**src/inc/fault_classify_pkg.sv**
```systemverilog
// shared codes and encodings for the translation fault classifier
package fault_classify_pkg;

    localparam int REASON_W = 8;

    // fault reason codes
    localparam logic [7:0] REASON_NONE = 8'h00;
    localparam logic [7:0] REASON_BAD_PROGRAM = 8'h03;
    localparam logic [7:0] REASON_SL_NEXT_FETCH = 8'h07;
    localparam logic [7:0] REASON_ROOT_FETCH = 8'h08;
    localparam logic [7:0] REASON_CTX_FETCH = 8'h09;
    localparam logic [7:0] REASON_ROOT_RSVD = 8'h0a;
    localparam logic [7:0] REASON_CTX_RSVD = 8'h0b;
    localparam logic [7:0] REASON_SL_RSVD = 8'h0c;
    localparam logic [7:0] REASON_PID_RSVD = 8'h13;
    localparam logic [7:0] REASON_FL_TOP_FETCH = 8'h15;
    localparam logic [7:0] REASON_FL_RSVD = 8'h16;
    localparam logic [7:0] REASON_FL_NEXT_FETCH = 8'h17;

    // reset values of the answer outputs
    localparam logic [7:0] REASON_RST = 8'h00;
    localparam logic QUALIFIED_RST = 1'b0;

    // walk step reported by the table walker, in walk order
    typedef enum logic [2:0] {
        STEP_ROOT = 3'h0,
        STEP_CTX = 3'h1,
        STEP_PID = 3'h2,
        STEP_SL_TOP = 3'h3,
        STEP_SL_NEXT = 3'h4,
        STEP_FL_TOP = 3'h5,
        STEP_FL_NEXT = 3'h6
    } step_kind_t;

    typedef enum logic [1:0] {
        ST_IDLE = 2'h0,
        ST_WALK = 2'h1,
        ST_ANSWER = 2'h2
    } walk_state_t;

endpackage

```
**src/core/fault_classify.sv**
```systemverilog
// classifier of non-recoverable faults for translation requests with a process id
`timescale 1ns/1ps

module fault_classify
    import fault_classify_pkg::*;
#(
    parameter int LEVELS = 5
) (
    input wire logic clk, // core clock
    input wire logic reset_n, // asynchronous reset
    input wire logic req_start, // pulse: a request with process id begins
    input wire logic step_valid, // pulse: one walk step result
    input wire logic [2:0] step_kind, // which structure was fetched
    input wire logic step_last, // step is the final one of the walk
    input wire logic fetch_err, // fetch of this entry failed
    input wire logic entry_present, // present bit of context, process or first-level entry
    input wire logic lower_half_valid, // root entry lower half present
    input wire logic upper_half_valid, // root entry upper half present
    input wire logic rsvd_lo_nz, // reserved bits set in lower 64 bits / whole entry
    input wire logic rsvd_hi_nz, // reserved bits set in upper 64 bits of root entry
    input wire logic addr_width_bad, // addr_width_field unsupported or inconsistent
    input wire logic trans_type_bad, // translation type not supported
    input wire logic nested_en, // nested translation enabled in context
    input wire logic perm_read, // second-level read permission
    input wire logic perm_write, // second-level write permission
    input wire logic perm_exec, // second-level execute permission
    input wire logic exec_supported, // hardware supports execute permission
    input wire logic exec_enabled, // software enabled execute permission
    output logic busy, // walk in progress
    output logic walk_stop, // pulse: walker must stop now
    output logic resp_valid, // pulse: translation completion issued
    output logic resp_abort, // completion carries completer abort
    output logic fault_valid, // completion is the result of a fault
    output logic [REASON_W-1:0] fault_reason, // fault reason code
    output logic fault_qualified // fault is qualified
);

    // only four- and five-level paging tops are served
    if (LEVELS < 4 || LEVELS > 5) begin : g_levels_check
        $error("LEVELS must be 4 or 5");
    end

    // reason codes reach 17h, so the field needs five bits at least
    if (REASON_W < 5) begin : g_reason_check
        $error("REASON_W too narrow for the reason codes");
    end

    typedef struct packed {
        logic hit;
        logic [REASON_W-1:0] reason;
        logic qual;
    } verdict_t;

    function automatic verdict_t mk(input logic [REASON_W-1:0] r, input logic q);
        verdict_t v;
        v.hit = 1'b1;
        v.reason = r;
        v.qual = q;
        return v;
    endfunction

    function automatic verdict_t no_fault();
        verdict_t v;
        v.hit = 1'b0;
        v.reason = REASON_NONE;
        v.qual = 1'b0;
        return v;
    endfunction

    // root entry: a failed fetch leaves nothing to inspect
    function automatic verdict_t judge_root(
        input logic ferr,
        input logic lv,
        input logic uv,
        input logic rlo,
        input logic rhi
    );
        verdict_t v;
        v = no_fault();
        if (ferr) begin
            v = mk(REASON_ROOT_FETCH, 1'b0);
        end else if ((rlo && lv) || (rhi && uv)) begin
            v = mk(REASON_ROOT_RSVD, 1'b0);
        end
        return v;
    endfunction

    // context entry: reserved bits are judged before width and type
    function automatic verdict_t judge_ctx(
        input logic ferr,
        input logic pres,
        input logic rlo,
        input logic awb,
        input logic ttb
    );
        verdict_t v;
        v = no_fault();
        if (ferr) begin
            v = mk(REASON_CTX_FETCH, 1'b0);
        end else if (pres && rlo) begin
            v = mk(REASON_CTX_RSVD, 1'b0);
        end else if (pres && (awb || ttb)) begin
            v = mk(REASON_BAD_PROGRAM, 1'b1);
        end
        return v;
    endfunction

    // process id entry: a failed fetch means its address lay beyond host_addr_width
    function automatic verdict_t judge_pid(
        input logic ferr,
        input logic pres,
        input logic rlo
    );
        verdict_t v;
        v = no_fault();
        if (ferr) begin
            v = mk(REASON_BAD_PROGRAM, 1'b1);
        end else if (pres && rlo) begin
            v = mk(REASON_PID_RSVD, 1'b1);
        end
        return v;
    endfunction

    // second-level entry; a top fetch error without nesting counts as a plain 7h
    function automatic verdict_t judge_second(
        input logic ferr,
        input logic top,
        input logic nest,
        input logic perm,
        input logic rlo
    );
        verdict_t v;
        v = no_fault();
        if (ferr && top && nest) begin
            v = mk(REASON_BAD_PROGRAM, 1'b1);
        end else if (ferr) begin
            v = mk(REASON_SL_NEXT_FETCH, 1'b0);
        end else if (perm && rlo) begin
            v = mk(REASON_SL_RSVD, 1'b0);
        end
        return v;
    endfunction

    // first-level entry; only the top is fetched through first_level_table_pointer
    function automatic verdict_t judge_first(
        input logic ferr,
        input logic top,
        input logic pres,
        input logic rlo
    );
        verdict_t v;
        v = no_fault();
        if (ferr && top) begin
            v = mk(REASON_FL_TOP_FETCH, 1'b1);
        end else if (ferr) begin
            v = mk(REASON_FL_NEXT_FETCH, 1'b1);
        end else if (pres && rlo) begin
            v = mk(REASON_FL_RSVD, 1'b1);
        end
        return v;
    endfunction

    // fault test of one step; inside a step the fetch error comes first
    function automatic verdict_t judge(
        input logic [2:0] kind,
        input logic ferr,
        input logic pres,
        input logic lv,
        input logic uv,
        input logic rlo,
        input logic rhi,
        input logic awb,
        input logic ttb,
        input logic nest,
        input logic perm
    );
        verdict_t v;
        case (kind)
            STEP_ROOT: v = judge_root(ferr, lv, uv, rlo, rhi);
            STEP_CTX: v = judge_ctx(ferr, pres, rlo, awb, ttb);
            STEP_PID: v = judge_pid(ferr, pres, rlo);
            STEP_SL_TOP: v = judge_second(ferr, 1'b1, nest, perm, rlo);
            STEP_SL_NEXT: v = judge_second(ferr, 1'b0, nest, perm, rlo);
            STEP_FL_TOP: v = judge_first(ferr, 1'b1, pres, rlo);
            STEP_FL_NEXT: v = judge_first(ferr, 1'b0, pres, rlo);
            default: v = no_fault();
        endcase
        return v;
    endfunction

    logic perm_any;
    verdict_t step_v;

    walk_state_t state_r, state_nxt;
    logic busy_r, busy_nxt;
    logic stop_r, stop_nxt;
    logic resp_r, resp_nxt;
    logic abort_r, abort_nxt;
    logic fvalid_r, fvalid_nxt;
    logic [REASON_W-1:0] reason_r, reason_nxt;
    logic qual_r, qual_nxt;
    logic start_take;
    logic fault_take;
    logic clean_end;

    // a request is taken only in idle, a step only while walking
    always_comb begin
        start_take = (state_r == ST_IDLE) && req_start;
        fault_take = (state_r == ST_WALK) && step_valid && step_v.hit;
        clean_end = (state_r == ST_WALK) && step_valid && step_last && !step_v.hit;
    end

    always_comb begin
        // execute bit only counts when supported and enabled
        perm_any = perm_read || perm_write || (perm_exec && exec_supported && exec_enabled);
        step_v = judge(step_kind, fetch_err, entry_present, lower_half_valid, upper_half_valid,
                       rsvd_lo_nz, rsvd_hi_nz, addr_width_bad, trans_type_bad, nested_en, perm_any);
    end

    always_comb begin
        state_nxt = state_r;
        busy_nxt = busy_r;
        stop_nxt = 1'b0;
        resp_nxt = 1'b0;
        abort_nxt = abort_r;
        fvalid_nxt = fvalid_r;
        reason_nxt = reason_r;
        qual_nxt = qual_r;
        case (state_r)
            ST_IDLE: begin
                if (start_take) begin
                    state_nxt = ST_WALK;
                    busy_nxt = 1'b1;
                    abort_nxt = 1'b0;
                    fvalid_nxt = 1'b0;
                    reason_nxt = REASON_NONE;
                    qual_nxt = 1'b0;
                end
            end
            ST_WALK: begin
                if (fault_take) begin
                    // first fault in walk order is latched; later steps are ignored
                    state_nxt = ST_ANSWER;
                    stop_nxt = 1'b1;
                    abort_nxt = 1'b1;
                    fvalid_nxt = 1'b1;
                    reason_nxt = step_v.reason;
                    qual_nxt = step_v.qual;
                end else if (clean_end) begin
                    state_nxt = ST_ANSWER;
                end
            end
            ST_ANSWER: begin
                state_nxt = ST_IDLE;
                busy_nxt = 1'b0;
                resp_nxt = 1'b1;
            end
            default: begin
                state_nxt = ST_IDLE;
                busy_nxt = 1'b0;
            end
        endcase
    end

    always_ff @(posedge clk or negedge reset_n) begin
        if (!reset_n) begin
            state_r <= ST_IDLE;
            busy_r <= 1'b0;
            stop_r <= 1'b0;
            resp_r <= 1'b0;
            abort_r <= 1'b0;
            fvalid_r <= 1'b0;
            reason_r <= REASON_RST;
            qual_r <= QUALIFIED_RST;
        end else begin
            state_r <= state_nxt;
            busy_r <= busy_nxt;
            stop_r <= stop_nxt;
            resp_r <= resp_nxt;
            abort_r <= abort_nxt;
            fvalid_r <= fvalid_nxt;
            reason_r <= reason_nxt;
            qual_r <= qual_nxt;
        end
    end

    assign busy = busy_r;
    assign walk_stop = stop_r;
    assign resp_valid = resp_r;
    assign resp_abort = abort_r;
    assign fault_valid = fvalid_r;
    assign fault_reason = reason_r;
    assign fault_qualified = qual_r;

endmodule

```
**config.mk**
```make
export PLATFORM = sky130hd
export DESIGN_NAME = fault_classify
export DESIGN_NICKNAME = d
export VERILOG_FILES = /design/src/inc/fault_classify_pkg.sv /design/src/core/fault_classify.sv
export SDC_FILE = /design/constraint.sdc
export NUM_CORES = 1
export LEC_CHECK = 0
export BUFFER_PORTS_ARGS = -buffer_cell sky130_fd_sc_hd__buf_2
export CORE_MARGIN = 1.5
export CORE_UTILIZATION = 42
export CTS_CLUSTER_SIZE = 14
export DETAILED_ROUTE_END_ITERATION = 8
export GPL_TIMING_DRIVEN = 0
export PLACE_DENSITY = 0.7
export SLEW_MARGIN = 10
export SYNTH_ARGS = -nofsm -noshare
export SYNTH_HDL_FRONTEND = slang
export SYNTH_SLANG_ARGS = --single-unit
```
**constraint.sdc**
```tcl
create_clock -name clk -period 1.05 [get_ports clk]
set_input_delay 0.21 -clock clk [delete_from_list [all_inputs] [get_ports clk]]
set_output_delay 0.21 -clock clk [all_outputs]
set_load 0.02 [all_outputs]
```
==> implementation parameters, run 1 <==
Parameter                              Value

Finish
  Antenna cell count ... 0
  Number of nets in the layout ... 168
  FILL cells ... 187
  Layout cells sized above 1 ... 40.0%
  Area added between synthesis and finish ... 44.1%
  Final std cells w/o fill ... 172

Synthesis
  Cells taking the most area after synthesis ... dfrtp_1 (35%), mux2i_1 (7.0%), nand2_1 (7.0%)
  Multiplexer share of the synthesized area ... 8.78%
  Gate count after technology mapping ... 99
  Yosys top cell area share ... 35.1%
  Compound-cell area share of the yosys netlist ... 28.6%
  Number of enable flip-flop cells after synthesis ... 0
  Post-synthesis cell type count ... 35
  Predominant post-synthesis flop cell ... dfrtp_1
  Combinational family with the most area after synthesis ... compound AO/OA/AOI/OAI gates
  Share of synthesized area occupied by flip-flops and latches ... 35.1%
  Post-synthesis async set-or-reset flop share ... 100%
  Register bit count reported by yosys ... 12
  Simple-gate share of the synthesized area ... 20.6%
  Count of synthesis-stage warnings from yosys ... 0
  Mean Syn Cell Area ... 8.63 um^2
  Share of the synthesized netlist area taken by xor and xnor gates ... 0%
  Cell type with the highest aggregate area in the netlist ... dfrtp_1
  Synthesized area ... 855 um^2
  Fraction of the mapped netlist area in adder cells ... 0%

Die
  Vertical die dimension ... 48.1 um
  Overall die width ... 48.1 um
  Number of standard-cell rows in the floorplan ... 16
  Initial core utilization ... 44.0%
  Standard cell core area ... 1940 um^2
  DIE AREA ... 2310 um^2
  I/O pin count ... 36

Clock network
  CTS sink cnt ... 12
  Number of buffers between clock root and the deepest sink ... 2
  Depth of the CTS H-tree ... 1
  Total CTS buffers ... 3
  Clock tree from TritonCTS ... done
  Clock Pin Slew Worst Setup and Hold Paths ... 0.07 ns
  Cell at the root of the clock tree ... clkbuf_4
  Worst-skew pair later-pin latency ... 0.26 ns

Global route
  Pin count of the biggest net entering global routing ... 13
  Remaining global-route overflow ... 0
  Number of antenna violations at the first check in global routing ... 0
  Number of global-route vias before repair ... 781
  All-layer global routing usage ... 19.3%
  First-pass GRT wire length ... 3190 um

Worst hold path
  Min-Delay Path Class ... input pin to flop
  Launch instance of the worst min-delay path ... req_start
  Hold Path Sink ... state_r[0]
  Hold path cells ... 2

Timing
  Skew final ... 0.00402 ns
  TNS Setup ... -2.78 ns
  Final hold vios ... 0
  Crit path setup slack, layout ... -0.304 ns
  Number of failing setup endpoints in the final timing report ... 11
  Tcrit/Tclk final ... 129%
  Final Critical Period ... 1.35 ns
  RSZ-0062 raised after global routing ... true
  Pins Over Slew Limit ... 0
  Highest clock rate ... 739 MHz
  Worst hold slack after final layout ... 0.190 ns

Setup path
  Critical Setup Path Class ... input pin to flop
  Slowest CP cell ... a311o_1
  Minimum setup slack among reg-to-reg paths ... -0.20 ns
  Count of buffer and inverter cells on the critical path ... 2
  Data required time of the worst path ... 1.24 ns
  Setup crit end kind ... flop
  Crit Path Max Fanout ... 6
  Type of origin of the critical path ... input pin
  Startpoint of the most critical register-to-register path ... state_r[1]
  End of the worst register-to-register path ... fault_qualified
  Worst reg-to-reg path cell count ... 5
  Dominant delay contributor by cell family on the critical path ... compound AO/OA/AOI/OAI gates
  Worst Path Arrival ... 1.55 ns
  Chain of cells forming the critical path ... buf_2 > a311o_1 > a32oi_1 > o21ai_2 > o21ai_4 > buf_6 > mux2i_1
  Largest incremental delay on the critical path ... 0.37 ns

Drt
  DR WL/cell ... 11.4 um
  Vias post-DR ... 874
  Drt initial violations ... 10
  Via-to-Cell Ratio ... 5.08
  Total wire length after detailed routing ... 1960 um
  Antenna-violating nets left ... 0
  Router iterations before antenna repair ... 4
  Post-detailed-route DRC marker count ... 0

Pwr
  Static Leak ... 0.646 nW
  PnR Total Power ... 0.00190 W
  Worst ir drop on vdd ... 0.652 mV
  Pwr Density ... 1540 nW/um^2

Place
  Number of placed instances, taps included ... 160
  Final weighted congestion of routability-driven global placement ... 0.856
  Placement-stage worst setup slack ... -0.700 ns
  I/O Buffers ... 32
  HPWL after DPL ... 1470 um

Job
  Max-cap violation count ... 0

Status
  Status ... finished with violations
  Failing checks ... negative setup slack
[Yosys cell counts, types with 2 or more instances]
master    instances
a21oi_1           7
and3_1            2
and3b_1           3
buf_2             2
buf_4             4
dfrtp_1          12
inv_1             3
mux2i_1           6
nand2_1          16
nand3_1           2
nor2_1            4
nor2b_1           5
nor3_1            3
o211ai_1          2
o21a_1            2
o21ai_0           6
o22ai_1           2
[final cells by class]
class	count	area (um^2)	share of cell area (%)
Buffer	7	53.8	4.37
Timing Repair Buffer	40	259	21.0
Tap cell	27	33.8	2.74
Sequential cell	12	300	24.4
Multi-Input combinational cell	79	537	43.6
Clock buffer	4	36.3	2.95
Inverter	3	11.3	0.915
[worst max-delay path by stage]
stage	start	end	slack, ns	depth (start not counted)
finish	exec_enabled	fault_qualified	-0.30	7
global route	step_kind[0]	fault_qualified	-0.37	7
CTS	step_kind[0]	fault_reason[4]	-0.31	7
detailed placement	step_kind[0]	fault_reason[3]	-0.70	6
global placement	step_kind[0]	fault_reason[0]	-0.64	6
floorplan	exec_enabled	fault_qualified	-0.36	5
[power by group]
group	switching (W)	internal [W]	total, W
clock	0.000140	0.000210	0.000350
sequential	0.0000723	0.000588	0.000660
combinational	0.000469	0.000420	0.000889
[flip-flops by register name, summed over array words and instances, names as in the netlist]
register,cells
fault_reason,5
state_r,2
busy,1
fault_qualified,1
fault_valid,1
resp_valid,1
walk_stop,1
[repair_timing]
action / 4_1_cts / 5_1_grt
cloned: 0 / 0
buffers inserted: 3 / 4
hold buffers: 1 / 0
resized for setup: 13 / 6
pin swaps: 7 / 4
setup endpoints to repair: 11 / 14
endpoints found under the hold margin: 12 / 0
[through the flow]
step / cell area, um^2 / util, %
global placement: 1060 / 54.8
finish: 1230 / 63.4
floorplan: 871 / -
detailed placement: 1060 / 54.8
global route: 1230 / 63.4
CTS: 1190 / 61.1
[kinds of logic (layout without fill, tap and decap cells)]
kind of cell           count (synthesis)  count (layout)
AOI/OAI and AO/OA                     33              33
and+or+nand+nor                       36              36
muxes                                  7               7
DFF                                   12              12
other                                  1               3
buffers and inverters                 10              54
[routing by layer]
| metal | global-route usage (%) | up-vias | wire (um) |
|---|---|---|---|
| met4 | 6.49 | 0 | 32 |
| met1 | 23.5 | 394 | 883 |
| met5 | 0 | - | 0 |
| li1 | - | 451 | - |
| met2 | 34.9 | 25 | 976 |
| met3 | 2.22 | 4 | 65 |
[worst register-to-register path: stages (launching register included)]
cell,delay [ns]
dfrtp_1,0.40
nor2b_1,0.19
and3_1,0.23
o21ai_4,0.08
buf_6,0.14
mux2i_1,0.11
[placed cells by master, fill, tap and decap left out, drive strengths merged, types with 2 or more instances in the layout]
cell type	synthesis	final
buf	6	45
nand2	16	16
dfrtp	12	12
o21ai	8	8
a21oi	7	7
mux2i	6	6
nor2b	5	5
clkbuf	1	5
nor2	4	4
and3b	3	3
nor3	3	3
conb	1	3
inv	3	3
o21a	2	2
nand3	2	2
and3	2	2
o22ai	2	2
o211ai	2	2
a211oi	2	2
Power figures use the tool's default switching activity.
==> inputs of run 2 (changes only) <==
--- a/config.mk
+++ b/config.mk
@@ -7,12 +7,12 @@
 export LEC_CHECK = 0
 export BUFFER_PORTS_ARGS = -buffer_cell sky130_fd_sc_hd__buf_2
 export CORE_MARGIN = 1.5
-export CORE_UTILIZATION = 42
+export CORE_UTILIZATION = 45
 export CTS_CLUSTER_SIZE = 14
 export DETAILED_ROUTE_END_ITERATION = 8
 export GPL_TIMING_DRIVEN = 0
-export PLACE_DENSITY = 0.7
-export SLEW_MARGIN = 10
+export PLACE_DENSITY = 0.72
+export SLEW_MARGIN = 20
 export SYNTH_ARGS = -nofsm -noshare
 export SYNTH_HDL_FRONTEND = slang
 export SYNTH_SLANG_ARGS = --single-unit
==> constraint.sdc (replaced) <==
create_clock -name clk -period 1.55 [get_ports clk]
set_input_delay 0.31 -clock clk [delete_from_list [all_inputs] [get_ports clk]]
set_output_delay 0.31 -clock clk [all_outputs]
set_load 0.02 [all_outputs]
==> implementation parameters, run 2 (synthesis gave the netlist of run 1 again) <==
Parameter                              Value

Global route
  Remaining global-route overflow ... 0
  Number of antenna violations at the first check in global routing ... 0
  Pin count of the biggest net entering global routing ... 13
  All-layer global routing usage ... 21.4%
  GRT Max-Usage Layer ... met2
  First-pass GRT wire length ... 3240 um
  Number of global-route vias before repair ... 797
  Global-route track usage on met2 ... 38.1%
  Global routing usage on met3 ... 3.53%
  Met1 usage in global routing ... 24.3%

Die
  I/O pin count ... 36
  Initial core utilization ... 48.4%
  Number of standard-cell rows in the floorplan ... 15
  Overall die width ... 46.6 um
  Standard cell core area ... 1760 um^2
  Vertical die dimension ... 46.6 um
  DIE AREA ... 2170 um^2

Clock network
  Clock tree from TritonCTS ... done
  Number of buffers between clock root and the deepest sink ... 2
  Depth of the CTS H-tree ... 1
  Total CTS buffers ... 3
  Worst-skew pair later-pin latency ... 0.26 ns
  Clock Pin Slew Worst Setup and Hold Paths ... 0.06 ns
  CTS sink cnt ... 12
  Cell at the root of the clock tree ... clkbuf_4

Setup path
  Setup crit end kind ... flop
  Data required time of the worst path ... 1.73 ns
  Count of buffer and inverter cells on the critical path ... 2
  Chain of cells forming the critical path ... buf_2 > mux2_4 > a211oi_4 > o32ai_2 > o21ai_4 > buf_12 > mux2i_1
  Type of origin of the critical path ... input pin
  Worst Path Arrival ... 1.70 ns
  Critical Setup Path Class ... input pin to flop
  Dominant delay contributor by cell family on the critical path ... compound AO/OA/AOI/OAI gates
  Largest incremental delay on the critical path ... 0.33 ns
  Slowest CP cell ... mux2_4
  Crit Path Max Fanout ... 8

Finish
  Layout cells sized above 1 ... 37.0%
  Area added between synthesis and finish ... 32.7%
  Most common cell after layout, fill and taps aside ... buf_2
  Flip-flop count of the largest register after layout ... 5
  Antenna cell count ... 0
  Footprint of the flip-flops and latches ... 300 um^2
  Footprint of the multi-input gates ... 532 um^2
  Number of nets in the layout ... 162
  FILL cells ... 197
  Final standard cell utilization of the core ... 64.3%
  Most frequent cells in the layout ... buf_2 (33), nand2_1 (16), dfrtp_1 (12)

Drt
  Drt initial violations ... 15
  Total wire length after detailed routing ... 1980 um
  Via-to-Cell Ratio ... 5.29
  Antenna-violating nets left ... 0
  Post-detailed-route DRC marker count ... 0
  Vias post-DR ... 862
  DR WL/cell ... 12.1 um
  Router iterations before antenna repair ... 4

Pwr
  Static Leak ... 0.605 nW
  Worst ir drop on vdd ... 0.441 mV
  Pwr Density ... 1010 nW/um^2

Place
  Placement-stage worst setup slack ... -0.321 ns
  Final weighted congestion of routability-driven global placement ... 0.875
  I/O Buffers ... 32
  HPWL after DPL ... 1490 um

Job
  Max-cap violation count ... 0

Timing
  Skew final ... 0.00767 ns
  Number of failing setup endpoints in the final timing report ... 0
  Tcrit/Tclk final ... 97.9%
  Worst hold slack after final layout ... 0.291 ns
  Pins Over Slew Limit ... 0
  Crit path setup slack, layout ... 0.0318 ns
  Final Critical Period ... 1.52 ns
  Final hold vios ... 0
  Highest clock rate ... 659 MHz

Status
  Status ... finished, final reports clean

Worst hold path
  Min-Delay Path Class ... input pin to flop
-- run 2: cell types whose count changed in the layout (fill, tap and decap cells not counted), sizes merged --
cell and change:
buf -6, clkbuf -1
-- run 2: timing repair --
action | CTS | global route
pin swaps | 1 | 2
endpoints found under the hold margin | 12 | 0
resized for setup | 1 | 7
hold buffers | 1 | 0
setup buffers | 1 | 0
setup endpoints to repair | 4 | 6
-- run 2: per-layer routing --
metal	vias to the layer above	part of all wire, %
li1	435	-
met1	384	43
met2	41	49
met3	2	6.0
met4	0	1.3
met5	-	0
-- run 2: per-stage QoR --
step	total power (W)	std cells	cell area, um^2	setup TNS [ns]
after floorplan	0.000782	101	862	0
after global placement	0.000928	158	1050	-2.29
after detailed placement	0.000944	158	1050	-2.46
after CTS	0.00114	163	1110	0
after global routing	0.00124	163	1130	-0.0164
final	0.00114	163	1130	0
-- run 2: layout make-up --
| cell class | count | share of cell area [%] |
|---|---|---|
| buffer | 7 | 4.08 |
| sequential | 12 | 26.5 |
| tap | 25 | 2.76 |
| timing repair buffer | 34 | 16.8 |
| clock buffer | 3 | 1.99 |
| inverter | 3 | 0.993 |
| multi-input combinational | 79 | 46.9 |
-- run 2: report_power, final --
group          total, W  internal, W  switching [W]
logic          0.000521     0.000217       0.000304
clock network  0.000179    0.0000896      0.0000898
registers      0.000442     0.000398      0.0000436
-- run 2: path summary, 6_finish.rpt --
path	slack, ns	cells after the start	end	startpoint
worst max register to register	0.29	5	fault_reason[2]	state_r[1]
min in group asynchronous	0.44	2	walk_stop	reset_n
worst max-delay path	0.03	7	fault_reason[2]	step_kind[0]
max in group asynchronous	0.89	2	state_r[1]	reset_n
worst min-delay path	0.29	2	state_r[0]	req_start
worst min register to register	0.45	1	resp_valid	state_r[0]
==> inputs of run 3 (changes only) <==
--- a/config.mk
+++ b/config.mk
@@ -12,6 +12,7 @@
 export DETAILED_ROUTE_END_ITERATION = 8
 export GPL_TIMING_DRIVEN = 0
 export PLACE_DENSITY = 0.72
+export RECOVER_POWER = 100
 export SLEW_MARGIN = 20
 export SYNTH_ARGS = -nofsm -noshare
 export SYNTH_HDL_FRONTEND = slang
==> implementation parameters, run 3 (synthesis gave the netlist of run 1 again) <==
Parameter                              Value

Setup path
  Slowest CP cell ... mux2_4
  Dominant delay contributor by cell family on the critical path ... compound AO/OA/AOI/OAI gates
  Startpoint of the most critical setup path ... step_kind[0]
  Setup crit end ... fault_reason[2]
  End of the worst register-to-register path ... fault_reason[2]
  Crit Path Max Fanout ... 8
  Depth of the critical timing path with buffers and inverters included ... 7
  Setup crit end kind ... flop
  Type of origin of the critical path ... input pin
  Chain of cells forming the critical path ... buf_2 > mux2_4 > a211oi_4 > o32ai_2 > o21ai_4 > buf_12 > mux2i_1
  Critical Setup Path Class ... input pin to flop
  Count of buffer and inverter cells on the critical path ... 2
  Minimum setup slack among reg-to-reg paths ... 0.29 ns
  Worst reg-to-reg path cell count ... 5
  Data required time of the worst path ... 1.73 ns
  Largest incremental delay on the critical path ... 0.33 ns
  Startpoint of the most critical register-to-register path ... state_r[1]
  Worst Path Arrival ... 1.70 ns

Drt
  Highest metal used ... met4
  DR WL/cell ... 12.2 um
  Via-to-Cell Ratio ... 5.29
  Met3 wirelength from detailed routing ... 124 um
  Length of routed met2 wiring ... 974 um
  Total wire length after detailed routing ... 1980 um
  Router iterations before antenna repair ... 4
  Drt initial violations ... 15
  Met1 WL ... 860 um
  Post-detailed-route DRC marker count ... 0
  Vias post-DR ... 863
  Antenna-violating nets left ... 0

Clock network
  Worst-skew pair later-pin latency ... 0.26 ns
  Total CTS buffers ... 3
  Cell at the root of the clock tree ... clkbuf_4
  CTS sink cnt ... 12
  Clock Pin Slew Worst Setup and Hold Paths ... 0.06 ns
  Clock tree from TritonCTS ... done
  Number of buffers between clock root and the deepest sink ... 2
  Depth of the CTS H-tree ... 1

Timing
  Number of failing setup endpoints in the final timing report ... 0
  Worst slew margin ... 59.1%
  Highest clock rate ... 659 MHz
  Tcrit/Tclk final ... 97.9%
  Final hold vios ... 0
  Worst hold slack after final layout ... 0.291 ns
  Final Critical Period ... 1.52 ns
  Slew of the pin with the lowest slew margin ... 0.613 ns
  Skew final ... 0.00671 ns
  Pins Over Slew Limit ... 0

Global route
  Remaining global-route overflow ... 0
  Number of antenna violations at the first check in global routing ... 0
  First-pass GRT wire length ... 3240 um
  Number of global-route vias before repair ... 797
  Pin count of the biggest net entering global routing ... 13
  All-layer global routing usage ... 21.4%

Die
  Standard cell core area ... 1760 um^2
  Initial core utilization ... 48.4%
  Overall die width ... 46.6 um
  Vertical die dimension ... 46.6 um
  I/O pin count ... 36
  DIE AREA ... 2170 um^2
  Number of standard-cell rows in the floorplan ... 15

Status
  Status ... finished, final reports clean

Place
  I/O Buffers ... 32
  Final weighted congestion of routability-driven global placement ... 0.875
  HPWL after DPL ... 1490 um
  Number of placed instances, taps included ... 158

Pwr
  Worst ir drop on vdd ... 0.431 mV
  Pwr Density ... 1000 nW/um^2
  PnR Total Power ... 0.00112 W
  Static Leak ... 0.560 nW
  Internal power of the cells ... 0.000683 W
  Part of the power in registers ... 39.6%
  Share of total power in combinational logic ... 44.5%
  Clock Power Share ... 15.9%
  Share of total power consumed by net switching ... 39.1%
  P_sw ... 0.000439 W

Finish
  Flip-flop count of the largest register after layout ... 5
  Footprint of the flip-flops and latches ... 300 um^2
  Layout cells sized above 1 ... 28.3%
  Most common cell after layout, fill and taps aside ... buf_2
  Antenna cell count ... 0
  Final std cells w/o fill ... 163
  Area added between synthesis and finish ... 30.9%
  FILL cells ... 198
  Most frequent cells in the layout ... buf_2 (21), nand2_1 (16), clkbuf_1 (13)
  Number of nets in the layout ... 162
  Final standard cell utilization of the core ... 63.4%
  Footprint of the multi-input gates ... 532 um^2

Job
  Max-cap violation count ... 0

Worst hold path
  Min-Delay Path Class ... input pin to flop
==> run 3: per-stage QoR <==
step                      setup slack (ns)  cell area (um^2)  setup TNS, ns
after floorplan                     0.0163               862              0
after global placement              -0.272              1050          -2.29
after detailed placement            -0.321              1050          -2.46
after CTS                          0.00386              1110              0
after global routing               -0.0109              1120        -0.0164
final                               0.0319              1120              0
==> run 3: worst register-to-register path, delay by kind of cell (launching register included) <==
kind / cells / cell delay, ns
flip-flops: 1 / 0.40
AND/OR/NAND/NOR: 2 / 0.40
buffers and inverters: 1 / 0.15
multiplexers: 1 / 0.12
AO/OA/AOI/OAI: 1 / 0.07
==> run 3: how the worst min path moves through the flow <==
stage	from	endpoint	slack (ns)	depth (start not counted)
final	req_start	state_r[0]	0.29	2
after global routing	req_start	state_r[0]	0.30	2
after CTS	req_start	state_r[0]	0.29	2
after detailed placement	reset_n	fault_reason[2]	0.19	1
after global placement	reset_n	resp_valid	0.19	1
after floorplan	reset_n	busy	0.01	0
==> run 3: power groups by stage <==
stage	registers (W)	logic [W]	clock network, W
6_report	0.000444	0.000500	0.000178
5_1_grt	0.000457	0.000561	0.000201
4_1_cts	0.000443	0.000517	0.000182
3_5_place_dp	0.000449	0.000495	0
3_3_place_gp	0.000443	0.000485	0
2_1_floorplan	0.000530	0.000251	0
==> run 3: metal layers <==
layer | up-vias | GRT usage [%]
met2 | 41 | 38.1
met5 | - | 0
met1 | 385 | 24.3
li1 | 435 | -
met4 | 0 | 10.3
met3 | 2 | 3.53
==> run 3: cell type report <==
cell class	count	share of cell area (%)
multi-input cells	79	47.5
flip-flops and latches	12	26.8
repair buffers	34	15.7
plain buffers	7	4.14
well taps	25	2.80
clock buffers	3	2.01
inverters	3	1.01
==> run 3: what timing repair did <==
item,in CTS,in global routing
hold buffers,1,0
buffers inserted,1,0
endpoints found under the setup margin,4,6
gates cloned,0,0
pin swaps,1,2
endpoints found under the hold margin,12,0
resized for setup,1,7
